$ cat config.mk
export PLATFORM = sky130hd
export DESIGN_NAME = ltc_long_time_counter
export DESIGN_NICKNAME = d
export VERILOG_FILES = /design/src/rtl/ltc_pkg.sv /design/src/rtl/ltc_sync2.sv /design/src/rtl/ltc_prescaler.sv /design/src/rtl/ltc_long_time_counter.sv
export SDC_FILE = /design/constraint.sdc
export NUM_CORES = 1
export LEC_CHECK = 0
export BUFFER_PORTS_ARGS = -buffer_cell sky130_fd_sc_hd__buf_2
export CAP_MARGIN = 20
export CORE_ASPECT_RATIO = 1.2
export CORE_MARGIN = 8
export CORE_UTILIZATION = 60
export CTS_BUF_LIST = sky130_fd_sc_hd__clkbuf_8
export CTS_CLUSTER_DIAMETER = 100
export DETAILED_ROUTE_END_ITERATION = 10
export PLACE_DENSITY_LB_ADDON = 0.12
export SLEW_MARGIN = 30
export SYNTH_ARGS = -nofsm -noshare
export SYNTH_HDL_FRONTEND = slang
export SYNTH_SLANG_ARGS = --single-unit
$ cat constraint.sdc
create_clock -name clock -period 6.01 [get_ports clock]
set_input_delay 0.601 -clock clock [delete_from_list [all_inputs] [get_ports clock]]
set_output_delay 0.601 -clock clock [all_outputs]
set_load 0.01 [all_outputs]
$ cat src/rtl/ltc_pkg.sv
package ltc_pkg;
   // system clock
   localparam int unsigned CLOCK_PERIOD_NS = 5;
   // crystal edges per prescaled tick
   localparam int unsigned XTAL_PER_FAST_TICK = 32;
   localparam int unsigned XTAL_PER_SLOW_TICK = 32768;
   // system cycles from readback request to readable count
   localparam logic [3:0]  READBACK_CYCLES    = 4'h8;
   // prescaled ticks of suppressed flags after a count, compare or period load
   localparam logic [1:0]  MUTE_TICKS         = 2'h2;
   // register indices, byte address is four times the index
   localparam logic [5:0]  IDX_CTRL           = 6'h00;
   localparam logic [5:0]  IDX_SYNC           = 6'h01;
   localparam logic [5:0]  IDX_INTLVL         = 6'h02;
   localparam logic [5:0]  IDX_FLAGS          = 6'h03;
   localparam logic [5:0]  IDX_CNT0           = 6'h04;
   localparam logic [5:0]  IDX_CNT3           = 6'h07;
   localparam logic [5:0]  IDX_PER0           = 6'h08;
   localparam logic [5:0]  IDX_PER3           = 6'h0B;
   localparam logic [5:0]  IDX_CMP0           = 6'h0C;
   localparam logic [5:0]  IDX_CMP3           = 6'h0F;
   localparam logic [5:0]  IDX_IRQ_STAT       = 6'h10;
   localparam logic [5:0]  IDX_IRQ_CLR        = 6'h11;
   localparam logic [5:0]  IDX_IRQ_EN         = 6'h12;
   // field positions
   localparam int unsigned CTRL_EN_BIT        = 0;
   localparam int unsigned SYNC_BUSY_BIT      = 0;
   localparam int unsigned SYNC_CNT_BIT       = 4;
   localparam int unsigned LVL_WRAP_LSB       = 0;
   localparam int unsigned LVL_MATCH_LSB      = 2;
   localparam int unsigned FLAG_WRAP          = 0;
   localparam int unsigned FLAG_MATCH         = 1;
   // reset values
   localparam logic [31:0] WORD_RESET         = 32'h0000_0000;
   localparam logic [7:0]  BYTE_RESET         = 8'h00;
   // bus responses
   localparam logic [1:0]  RESP_OKAY          = 2'h0;
   localparam logic [1:0]  RESP_DECERR        = 2'h3;
endpackage

$ cat src/rtl/ltc_sync2.sv
module ltc_sync2 (
   input  wire logic clock,
   input  wire logic srst,
   input  wire logic d,
   output logic      q
);
   logic meta_q;

   // first stage feeds only the second
   always_ff @(posedge clock) begin
      if (srst) begin
         meta_q <= 1'b0;
         q      <= 1'b0;
      end else begin
         meta_q <= d;
         q      <= meta_q;
      end
   end
endmodule

$ cat src/rtl/ltc_prescaler.sv
module ltc_prescaler #(
   parameter int unsigned SLOW_XTAL = ltc_pkg::XTAL_PER_SLOW_TICK
) (
   input  wire logic clock,
   input  wire logic srst,
   input  wire logic xtal_level,
   input  wire logic sel_1hz,
   output logic      rise_tick,
   output logic      half_tick
);
   localparam logic [15:0] HALF_FAST =
      16'(ltc_pkg::XTAL_PER_FAST_TICK / 2 - 1);
   localparam logic [15:0] HALF_SLOW = 16'(SLOW_XTAL / 2 - 1);

   logic        xtal_prev_q;
   logic        slow_lvl_q;
   logic [15:0] div_q;
   logic        xtal_rise;
   logic [15:0] half_end;

   assign xtal_rise = xtal_level & ~xtal_prev_q;
   assign half_end  = sel_1hz ? HALF_SLOW : HALF_FAST;

   // divides crystal edges into the 1.024 kHz or 1 Hz tick
   always_ff @(posedge clock) begin
      if (srst) begin
         xtal_prev_q <= 1'b0;
         slow_lvl_q  <= 1'b0;
         div_q       <= 16'h0000;
         rise_tick   <= 1'b0;
         half_tick   <= 1'b0;
      end else begin
         xtal_prev_q <= xtal_level;
         rise_tick   <= 1'b0;
         half_tick   <= 1'b0;
         if (xtal_rise) begin
            if (div_q >= half_end) begin
               div_q      <= 16'h0000;
               slow_lvl_q <= ~slow_lvl_q;
               half_tick  <= 1'b1;
               rise_tick  <= ~slow_lvl_q;
            end else begin
               div_q <= div_q + 16'h0001;
            end
         end
      end
   end
endmodule

$ cat src/rtl/ltc_long_time_counter.sv
// The AXI4-Lite slave port was left to the implementer.
module ltc_long_time_counter #(
   parameter int unsigned SLOW_XTAL = ltc_pkg::XTAL_PER_SLOW_TICK
) (
   input  wire logic        clock,
   input  wire logic        srst,
   input  wire logic        xtal_in,
   input  wire logic        sel_1hz,
   input  wire logic        match_irq_ack,
   input  wire logic        wrap_irq_ack,
   input  wire logic [7:0]  awaddr,
   input  wire logic        awvalid,
   output logic             awready,
   input  wire logic [31:0] wdata,
   input  wire logic [3:0]  wstrb,
   input  wire logic        wvalid,
   output logic             wready,
   output logic [1:0]       bresp,
   output logic             bvalid,
   input  wire logic        bready,
   input  wire logic [7:0]  araddr,
   input  wire logic        arvalid,
   output logic             arready,
   output logic [31:0]      rdata,
   output logic [1:0]       rresp,
   output logic             rvalid,
   input  wire logic        rready,
   output logic             irq,
   output logic             match_irq_req,
   output logic [1:0]       match_irq_priority,
   output logic             wrap_irq_req,
   output logic [1:0]       wrap_irq_priority,
   output logic             match_event,
   output logic             wrap_event,
   output logic             wake_request
);
   logic        xtal_sync;
   logic        rise_tick;
   logic        half_tick;
   logic        aw_got_q;
   logic        w_got_q;
   logic [7:0]  awaddr_q;
   logic [31:0] wdata_q;
   logic [3:0]  wstrb_q;
   logic        enable_q;
   logic        enable_live_q;
   logic        ctrl_pend_q;
   logic        cnt_pend_q;
   logic [31:0] cnt_stage_q;
   logic [31:0] count_q;
   logic [31:0] period_q;
   logic [31:0] compare_q;
   logic [31:0] readback_q;
   logic        rb_req_q;
   logic [3:0]  rb_cnt_q;
   logic [1:0]  match_lvl_q;
   logic [1:0]  wrap_lvl_q;
   logic [1:0]  irq_en_q;
   logic [1:0]  flag_q;
   logic [1:0]  arm_q;
   logic [1:0]  mute_q;
   logic [1:0]  set_v;
   logic [1:0]  clr_v;
   logic [1:0]  event_q;
   logic        wr_fire;
   logic [5:0]  wr_idx;
   logic        wr_ok;
   logic [7:0]  wr_byte;
   logic        busy;
   logic        run;
   logic        wrap_hit;
   logic        match_hit;
   logic        wr_cnt;
   logic        wr_per;
   logic        wr_rb;
   logic [31:0] rd_word;
   logic        rd_mapped;
   logic        wr_mapped;

   ltc_sync2 u_sync (
      .clock (clock),
      .srst  (srst),
      .d     (xtal_in),
      .q     (xtal_sync)
   );

   ltc_prescaler #(
      .SLOW_XTAL (SLOW_XTAL)
   ) u_presc (
      .clock      (clock),
      .srst       (srst),
      .xtal_level (xtal_sync),
      .sel_1hz    (sel_1hz),
      .rise_tick  (rise_tick),
      .half_tick  (half_tick)
   );

   function automatic logic is_mapped(input logic [5:0] idx);
      is_mapped = idx <= ltc_pkg::IDX_IRQ_EN;
   endfunction

   // write channel: address and data in either order
   assign wr_fire   = aw_got_q & w_got_q & ~bvalid;
   assign wr_idx    = awaddr_q[7:2];
   assign wr_mapped = is_mapped(wr_idx);
   assign wr_ok     = wr_fire & wr_mapped & wstrb_q[0];
   assign wr_byte   = wdata_q[7:0];
   assign busy      = ctrl_pend_q | cnt_pend_q;
   assign wr_cnt    = wr_ok & (wr_idx >= ltc_pkg::IDX_CNT0)
                      & (wr_idx <= ltc_pkg::IDX_CNT3);
   assign wr_per    = wr_ok & (wr_idx >= ltc_pkg::IDX_PER0)
                      & (wr_idx <= ltc_pkg::IDX_PER3);
   assign wr_rb     = wr_ok & (wr_idx == ltc_pkg::IDX_SYNC)
                      & wr_byte[ltc_pkg::SYNC_CNT_BIT];

   always_ff @(posedge clock) begin
      if (srst) begin
         awready  <= 1'b0;
         wready   <= 1'b0;
         aw_got_q <= 1'b0;
         w_got_q  <= 1'b0;
         awaddr_q <= ltc_pkg::BYTE_RESET;
         wdata_q  <= ltc_pkg::WORD_RESET;
         wstrb_q  <= 4'h0;
         bvalid   <= 1'b0;
         bresp    <= ltc_pkg::RESP_OKAY;
      end else begin
         if (awvalid & awready) begin
            awready  <= 1'b0;
            aw_got_q <= 1'b1;
            awaddr_q <= awaddr;
         end else if (~aw_got_q & ~bvalid) begin
            awready <= 1'b1;
         end
         if (wvalid & wready) begin
            wready  <= 1'b0;
            w_got_q <= 1'b1;
            wdata_q <= wdata;
            wstrb_q <= wstrb;
         end else if (~w_got_q & ~bvalid) begin
            wready <= 1'b1;
         end
         if (wr_fire) begin
            aw_got_q <= 1'b0;
            w_got_q  <= 1'b0;
            bvalid   <= 1'b1;
            bresp    <= wr_mapped ? ltc_pkg::RESP_OKAY
                                  : ltc_pkg::RESP_DECERR;
         end else if (bvalid & bready) begin
            bvalid <= 1'b0;
         end
      end
   end

   // control and priority registers, reserved bits dropped
   always_ff @(posedge clock) begin
      if (srst) begin
         enable_q    <= 1'b0;
         match_lvl_q <= 2'h0;
         wrap_lvl_q  <= 2'h0;
         irq_en_q    <= 2'h0;
      end else if (wr_ok) begin
         if (wr_idx == ltc_pkg::IDX_CTRL) begin
            enable_q <= wr_byte[ltc_pkg::CTRL_EN_BIT];
         end
         if (wr_idx == ltc_pkg::IDX_INTLVL) begin
            match_lvl_q <= wr_byte[ltc_pkg::LVL_MATCH_LSB +: 2];
            wrap_lvl_q  <= wr_byte[ltc_pkg::LVL_WRAP_LSB +: 2];
         end
         if (wr_idx == ltc_pkg::IDX_IRQ_EN) begin
            irq_en_q <= wr_byte[1:0];
         end
      end
   end

   // transfers into the tick side, acknowledged on a half tick
   always_ff @(posedge clock) begin
      if (srst) begin
         ctrl_pend_q   <= 1'b0;
         cnt_pend_q    <= 1'b0;
         enable_live_q <= 1'b0;
         cnt_stage_q   <= ltc_pkg::WORD_RESET;
      end else begin
         if (half_tick & ctrl_pend_q) begin
            enable_live_q <= enable_q;
         end
         if (wr_ok & (wr_idx == ltc_pkg::IDX_CTRL)) begin
            ctrl_pend_q <= 1'b1;
         end else if (half_tick) begin
            ctrl_pend_q <= 1'b0;
         end
         if (wr_cnt & ~busy) begin
            cnt_stage_q[8*(wr_idx[1:0]) +: 8] <= wr_byte;
         end
         if (wr_cnt & ~busy & (wr_idx == ltc_pkg::IDX_CNT3)) begin
            cnt_pend_q <= 1'b1;
         end else if (half_tick) begin
            cnt_pend_q <= 1'b0;
         end
      end
   end

   // period and compare values
   always_ff @(posedge clock) begin
      if (srst) begin
         period_q  <= ltc_pkg::WORD_RESET;
         compare_q <= ltc_pkg::WORD_RESET;
      end else begin
         if (wr_per & ~enable_q & ~busy) begin
            period_q[8*(wr_idx[1:0]) +: 8] <= wr_byte;
         end
         if (wr_ok & (wr_idx >= ltc_pkg::IDX_CMP0)
             & (wr_idx <= ltc_pkg::IDX_CMP3)) begin
            compare_q[8*(wr_idx[1:0]) +: 8] <= wr_byte;
         end
      end
   end

   assign run       = enable_live_q & (period_q != 32'h0000_0000);
   assign wrap_hit  = count_q == period_q;
   assign match_hit = (count_q == compare_q) & (compare_q <= period_q);

   // counter, wraps to zero after reaching the period
   always_ff @(posedge clock) begin
      if (srst) begin
         count_q <= ltc_pkg::WORD_RESET;
         arm_q   <= 2'h0;
         mute_q  <= 2'h0;
      end else begin
         if (half_tick & cnt_pend_q) begin
            count_q <= cnt_stage_q;
         end else if (rise_tick & run) begin
            count_q <= wrap_hit ? 32'h0000_0000 : count_q + 32'h1;
         end
         if (rise_tick & run) begin
            arm_q[ltc_pkg::FLAG_WRAP]  <= wrap_hit & (mute_q == 2'h0);
            arm_q[ltc_pkg::FLAG_MATCH] <= match_hit & (mute_q == 2'h0);
         end
         if ((half_tick & cnt_pend_q)
             | (wr_ok & (wr_idx == ltc_pkg::IDX_CMP3))
             | wr_per) begin
            mute_q <= ltc_pkg::MUTE_TICKS;
         end else if (rise_tick & (mute_q != 2'h0)) begin
            mute_q <= mute_q - 2'h1;
         end
      end
   end

   // flags are set on the count after the hit
   assign set_v = (rise_tick & run) ? arm_q : 2'h0;
   assign clr_v[ltc_pkg::FLAG_WRAP]  = wrap_irq_ack;
   assign clr_v[ltc_pkg::FLAG_MATCH] = match_irq_ack;

   genvar gi;
   generate
      for (gi = 0; gi < 2; gi = gi + 1) begin : g_chan
         logic [1:0] evt_cnt_q;
         logic       sw_clr;
         logic [1:0] evt_last;
         assign sw_clr = wr_ok & wr_byte[gi]
                         & ((wr_idx == ltc_pkg::IDX_FLAGS)
                            | (wr_idx == ltc_pkg::IDX_IRQ_CLR));
         assign evt_last = (period_q == 32'h0000_0000) ? 2'h2
                         : (period_q == 32'h0000_0001) ? 2'h1 : 2'h0;
         // set wins over a clear in the same cycle
         always_ff @(posedge clock) begin
            if (srst) begin
               flag_q[gi] <= 1'b0;
            end else begin
               flag_q[gi] <= set_v[gi]
                             | (flag_q[gi] & ~clr_v[gi] & ~sw_clr);
            end
         end
         always_ff @(posedge clock) begin
            if (srst) begin
               evt_cnt_q   <= 2'h0;
               event_q[gi] <= 1'b0;
            end else begin
               event_q[gi] <= set_v[gi] & (evt_cnt_q == 2'h0);
               if (set_v[gi]) begin
                  evt_cnt_q <= (evt_cnt_q >= evt_last) ? 2'h0
                                                       : evt_cnt_q + 2'h1;
               end
            end
         end
      end
   endgenerate

   // count readback into the register side
   always_ff @(posedge clock) begin
      if (srst) begin
         rb_req_q   <= 1'b0;
         rb_cnt_q   <= 4'h0;
         readback_q <= ltc_pkg::WORD_RESET;
      end else if (wr_rb) begin
         rb_req_q <= 1'b1;
         rb_cnt_q <= ltc_pkg::READBACK_CYCLES;
      end else if (rb_req_q) begin
         rb_cnt_q <= rb_cnt_q - 4'h1;
         if (rb_cnt_q == 4'h1) begin
            rb_req_q   <= 1'b0;
            readback_q <= count_q;
         end
      end
   end

   // interrupt requests, events and wake-up
   always_ff @(posedge clock) begin
      if (srst) begin
         irq                <= 1'b0;
         match_irq_req      <= 1'b0;
         wrap_irq_req       <= 1'b0;
         match_irq_priority <= 2'h0;
         wrap_irq_priority  <= 2'h0;
         match_event        <= 1'b0;
         wrap_event         <= 1'b0;
         wake_request       <= 1'b0;
      end else begin
         irq                <= |(flag_q & irq_en_q);
         match_irq_req      <= flag_q[ltc_pkg::FLAG_MATCH]
                               & (match_lvl_q != 2'h0);
         wrap_irq_req       <= flag_q[ltc_pkg::FLAG_WRAP]
                               & (wrap_lvl_q != 2'h0);
         match_irq_priority <= match_lvl_q;
         wrap_irq_priority  <= wrap_lvl_q;
         match_event        <= event_q[ltc_pkg::FLAG_MATCH];
         wrap_event         <= event_q[ltc_pkg::FLAG_WRAP];
         wake_request       <= |set_v;
      end
   end

   // read channel
   assign rd_mapped = is_mapped(araddr[7:2]);
   always_comb begin
      rd_word = ltc_pkg::WORD_RESET;
      unique case (araddr[7:2])
         ltc_pkg::IDX_CTRL:     rd_word[0] = enable_q;
         ltc_pkg::IDX_SYNC: begin
            rd_word[ltc_pkg::SYNC_BUSY_BIT] = busy;
            rd_word[ltc_pkg::SYNC_CNT_BIT]  = rb_req_q;
         end
         ltc_pkg::IDX_INTLVL:   rd_word[3:0] = {match_lvl_q, wrap_lvl_q};
         ltc_pkg::IDX_FLAGS,
         ltc_pkg::IDX_IRQ_STAT: rd_word[1:0] = flag_q;
         ltc_pkg::IDX_IRQ_EN:   rd_word[1:0] = irq_en_q;
         default: begin
            if (araddr[7:2] == ltc_pkg::IDX_IRQ_CLR) begin
               rd_word = ltc_pkg::WORD_RESET;
            end else if (araddr[7:4] == 4'h1) begin
               rd_word[7:0] = readback_q[8*(araddr[3:2]) +: 8];
            end else if (araddr[7:4] == 4'h2) begin
               rd_word[7:0] = period_q[8*(araddr[3:2]) +: 8];
            end else if (araddr[7:4] == 4'h3) begin
               rd_word[7:0] = compare_q[8*(araddr[3:2]) +: 8];
            end
         end
      endcase
   end

   always_ff @(posedge clock) begin
      if (srst) begin
         arready <= 1'b0;
         rvalid  <= 1'b0;
         rdata   <= ltc_pkg::WORD_RESET;
         rresp   <= ltc_pkg::RESP_OKAY;
      end else if (arvalid & arready) begin
         arready <= 1'b0;
         rvalid  <= 1'b1;
         rdata   <= rd_word;
         rresp   <= rd_mapped ? ltc_pkg::RESP_OKAY : ltc_pkg::RESP_DECERR;
      end else if (rvalid & rready) begin
         rvalid <= 1'b0;
      end else if (~rvalid) begin
         arready <= 1'b1;
      end
   end
endmodule

==> parameters.txt <==
Parameter                              Value

Synthesis
  Cell types with the largest area share after synthesis ... sky130_fd_sc_hd__dfxtp_1, sky130_fd_sc_hd__mux2i_1, sky130_fd_sc_hd__nor2_1
  Share of the synthesized area in the top cell type ... 37.5%
  Warnings, synthesis ... 0
  Most common cell in the netlist ... sky130_fd_sc_hd__dfxtp_1
  Mean area per synthesized cell ... 8.94 um2
  Most numerous cell types in the synthesized netlist ... sky130_fd_sc_hd__dfxtp_1, sky130_fd_sc_hd__nor2_1, sky130_fd_sc_hd__mux2i_1, sky130_fd_sc_hd__nand2_1, sky130_fd_sc_hd__a21oi_1
  Sequential-to-total area share from yosys stat ... 37.5%
  Library cell occupying the most area in the post-synthesis netlist ... sky130_fd_sc_hd__dfxtp_1
  Number of flops mapped to enable cells by yosys ... 0
  Async SR Flop Fraction ... 0%
  Post-synthesis instance area ... 13400 um2
  Primary FF master, synth ... sky130_fd_sc_hd__dfxtp_1
  Syn Inst Count ... 1498
  Total of flip-flops plus latches after synthesis ... 251
  Synth unique cells ... 73

Clocking
  Number of buffers added by the clock tree synthesis step ... 42
  CTS root buffer ... sky130_fd_sc_hd__clkbuf_8
  TritonCTS clock tree ... done
  Total number of clock tree sinks ... 251
  # Post-CTS Setup Buffers ... 0
  Worst-path clk slew ... 0.06 ns
  CTS Buffer Depth ... 3
  Clock latency reported for the late side of the worst-skew pair ... 0.57 ns
  H-Tree Level Count ... 2
  # resized after CTS ... 0
  Hold buffer count at CTS ... 0

Drt
  Routed via count divided by cell count ... 6.10
  Final ANT Viol Nets ... 0
  Via count ... 11.1k
  Detailed router's first-iteration violation count ... 1077
  Overall routed net length ... 39100 um
  Length of the first detailed-routing pass in iterations ... 5
  Average routed wire per standard cell ... 21.5 um
  Final routed DRC violation total ... 0

Layout
  Fill cell instance count of the final layout ... 1915
  Total inserted antenna cells ... 0
  Post-layout net count ... 1639
  Post-layout instance area ... 14400 um2
  Layout Utilization ... 65.2%
  Area growth, synth to finish ... 7.79%
  Share of cells above drive strength 1 ... 12.2%
  Final non-filler cell total ... 1822

Power and ir drop
  Clock network fraction of total power ... 44.7%
  Share of total power in sequential cells ... 51.1%
  Share of total power consumed by net switching ... 24.4%
  Internal power of the cells ... 2510 uW
  Overall power ... 3320 uW
  VDD IR max ... 175 uV
  Leakage power of the design ... 0.00653 uW
  Switching power of the nets ... 809 uW
  Power density over the cells ... 230 nW/um2
  Combinational group share of total power ... 4.2%

STA
  Max-Slew Margin vs Limit ... 42.3%
  Accumulated negative setup slack ... 0 ns
  Skew final ... 0.0256 ns
  Maximum clock frequency ... 0.321 GHz
  Final period demand of the worst path ... 3.12 ns
  Endpoints failing setup ... 0
  Final hold violations ... 0
  Worst-margin pin slew ... 0.865 ns
  RSZ-0062 raised after global routing ... no
  Period Utilization, post-route ... 51.8%
  Final count of pins violating max slew ... 0

Run
  # Max-Cap Violations ... 0

Floorplan
  Effective utilization at floorplan ... 60.5%
  Die height ... 180 um
  Total number of placement rows ... 60
  Number of primary I/O pins ... 114
  Horizontal die dimension ... 152 um
  Standard cell core area ... 22100 um2
  Total die area ... 27400 um2

Place
  Routability-driven placement congestion ratio ... 0.999
  Final HPWL from detailed placement ... 29000 um
  Number of port buffers ... 58
  Post-placement cell count ... 1751
  Placed cell area ... 13600 um2

GRT
  Via count of the first global-routing pass ... 10.6k
  First-pass GRT wire length ... 60900 um
  Gr ovfl total ... 0
  Total GRT Usage ... 28.1%
  Antenna violations before repair ... 0
  Maximum number of pins on one net before global-route repair ... 88

Worst hold path
  Path type of the worst min-delay path ... in2reg
  Hold path startpoint ... wdata[0]

Worst setup path
  Critical path start-end classification ... reg2reg
  CP arrival ... 3.54 ns
  CP endpoint kind ... flip-flop
  Largest incremental delay on the critical path ... 0.64 ns
  Startpoint types ... flip-flop
  Critical register-to-register path startpoint ... count_q[7]$_SDFFE_PP0P_
  Required @ worst endpoint ... 6.43 ns
  Worst setup path start ... count_q[7]$_SDFFE_PP0P_
  Crit-path cells ... xnor2_1 > nand4_1 > nor4_4 > nand2_2 > o21ai_2 > o21ai_0
  Max stage delay cell, worst path ... sky130_fd_sc_hd__o21ai_2
  Maximum fanout encountered on the critical timing path ... 28

Status
  Run status ... completed
metrics by stage:
stage / setup WS (ns) / hold slack [ns]
after floorplan: 3.49 / 0.408
after global placement: 2.93 / 0.424
after detailed placement: 2.99 / 0.432
after CTS: 2.98 / 0.242
after global routing: 2.82 / 0.261
final: 2.89 / 0.268
worst paths after layout:
path	endpoint	slack, ns	cells past startpoint
worst max-delay path	count_q[7]$_SDFFE_PP0P_	2.89	6
worst min register to register	wrap_event$_SDFF_PP0_	0.44	1
worst min-delay path	wdata_q[0]$_SDFFE_PP0P_	0.27	3
worst max register to register	count_q[7]$_SDFFE_PP0P_	2.89	6
logic make-up after synthesis:
logic type | synth area share [%]
AO/OA/AOI/OAI | 9.73
other | 0.0280
XOR/XNOR | 6.21
buffers and inverters | 6.06
multiplexers | 15.0
flip-flops | 37.5
adder cells (fa/ha/maj) | 5.60
AND/OR/NAND/NOR | 19.9
power groups by stage:
stage | sequential (uW) | combinational, uW | clock, uW
CTS | 1690 | 138 | 1500
finish | 1690 | 139 | 1480
floorplan | 1720 | 107 | 0
detailed placement | 1730 | 138 | 0
global placement | 1730 | 135 | 0
global route | 1700 | 153 | 1570
layout make-up:
cell class	instances	area [um2]	share of cell area [%]
Multi-Input combinational cell	1094	7660	53.1
Sequential cell	251	5020	34.8
Clock buffer	49	674	4.67
Timing Repair Buffer	67	367	2.54
Tap cell	279	349	2.42
Inverter	60	225	1.56
Clock inverter	22	138	0.953
critical path: cells and delay by family, from the launching register on:
kind,cells,cell delay (ns)
and+or+nand+nor,3,1.30
DFF,1,0.61
AOI/OAI and AO/OA,2,0.83
xor gates and xnor gates,1,0.21
state kept, by name, indices dropped and copies added (netlist names), 4 cells and up:
register,cells
awaddr_q,6
cnt_stage_q,32
compare_q,32
count_q,32
g_chan.evt_cnt_q,4
period_q,32
rb_cnt_q,4
rdata,8
readback_q,32
u_presc.div_q,16
wdata_q,8
cells in the final DEF, fill, tap and decap left out, types with 10 or more instances in the layout:
| cell | instances |
|---|---|
| sky130_fd_sc_hd__clkbuf_8 | 49 |
| sky130_fd_sc_hd__o21ai_0 | 41 |
| sky130_fd_sc_hd__dfxtp_1 | 251 |
| sky130_fd_sc_hd__nand3_1 | 33 |
| sky130_fd_sc_hd__xnor2_1 | 58 |
| sky130_fd_sc_hd__nand4_1 | 45 |
| sky130_fd_sc_hd__nand2_2 | 13 |
| sky130_fd_sc_hd__and2_1 | 36 |
| sky130_fd_sc_hd__nand2_1 | 100 |
| sky130_fd_sc_hd__a21oi_1 | 81 |
| sky130_fd_sc_hd__mux4_2 | 25 |
| sky130_fd_sc_hd__conb_1 | 24 |
| sky130_fd_sc_hd__nor2b_1 | 15 |
| sky130_fd_sc_hd__a31oi_1 | 12 |
| sky130_fd_sc_hd__mux2i_1 | 139 |
| sky130_fd_sc_hd__nor2_1 | 201 |
| sky130_fd_sc_hd__nor3_1 | 20 |
| sky130_fd_sc_hd__buf_4 | 10 |
| sky130_fd_sc_hd__xor2_1 | 37 |
| sky130_fd_sc_hd__ha_1 | 60 |
| sky130_fd_sc_hd__inv_1 | 75 |
| sky130_fd_sc_hd__nor4_1 | 18 |
| sky130_fd_sc_hd__buf_2 | 56 |
per-layer routing:
layer,up-vias,global-route usage (%),part of all wire [%]
li1,5256,-,-
met1,5251,36.0,42
met2,485,45.4,46
met3,114,4.73,7.5
met4,0,13.8,4.8
met5,-,0,0
Note: power is estimated with default switching activity, not from simulation.
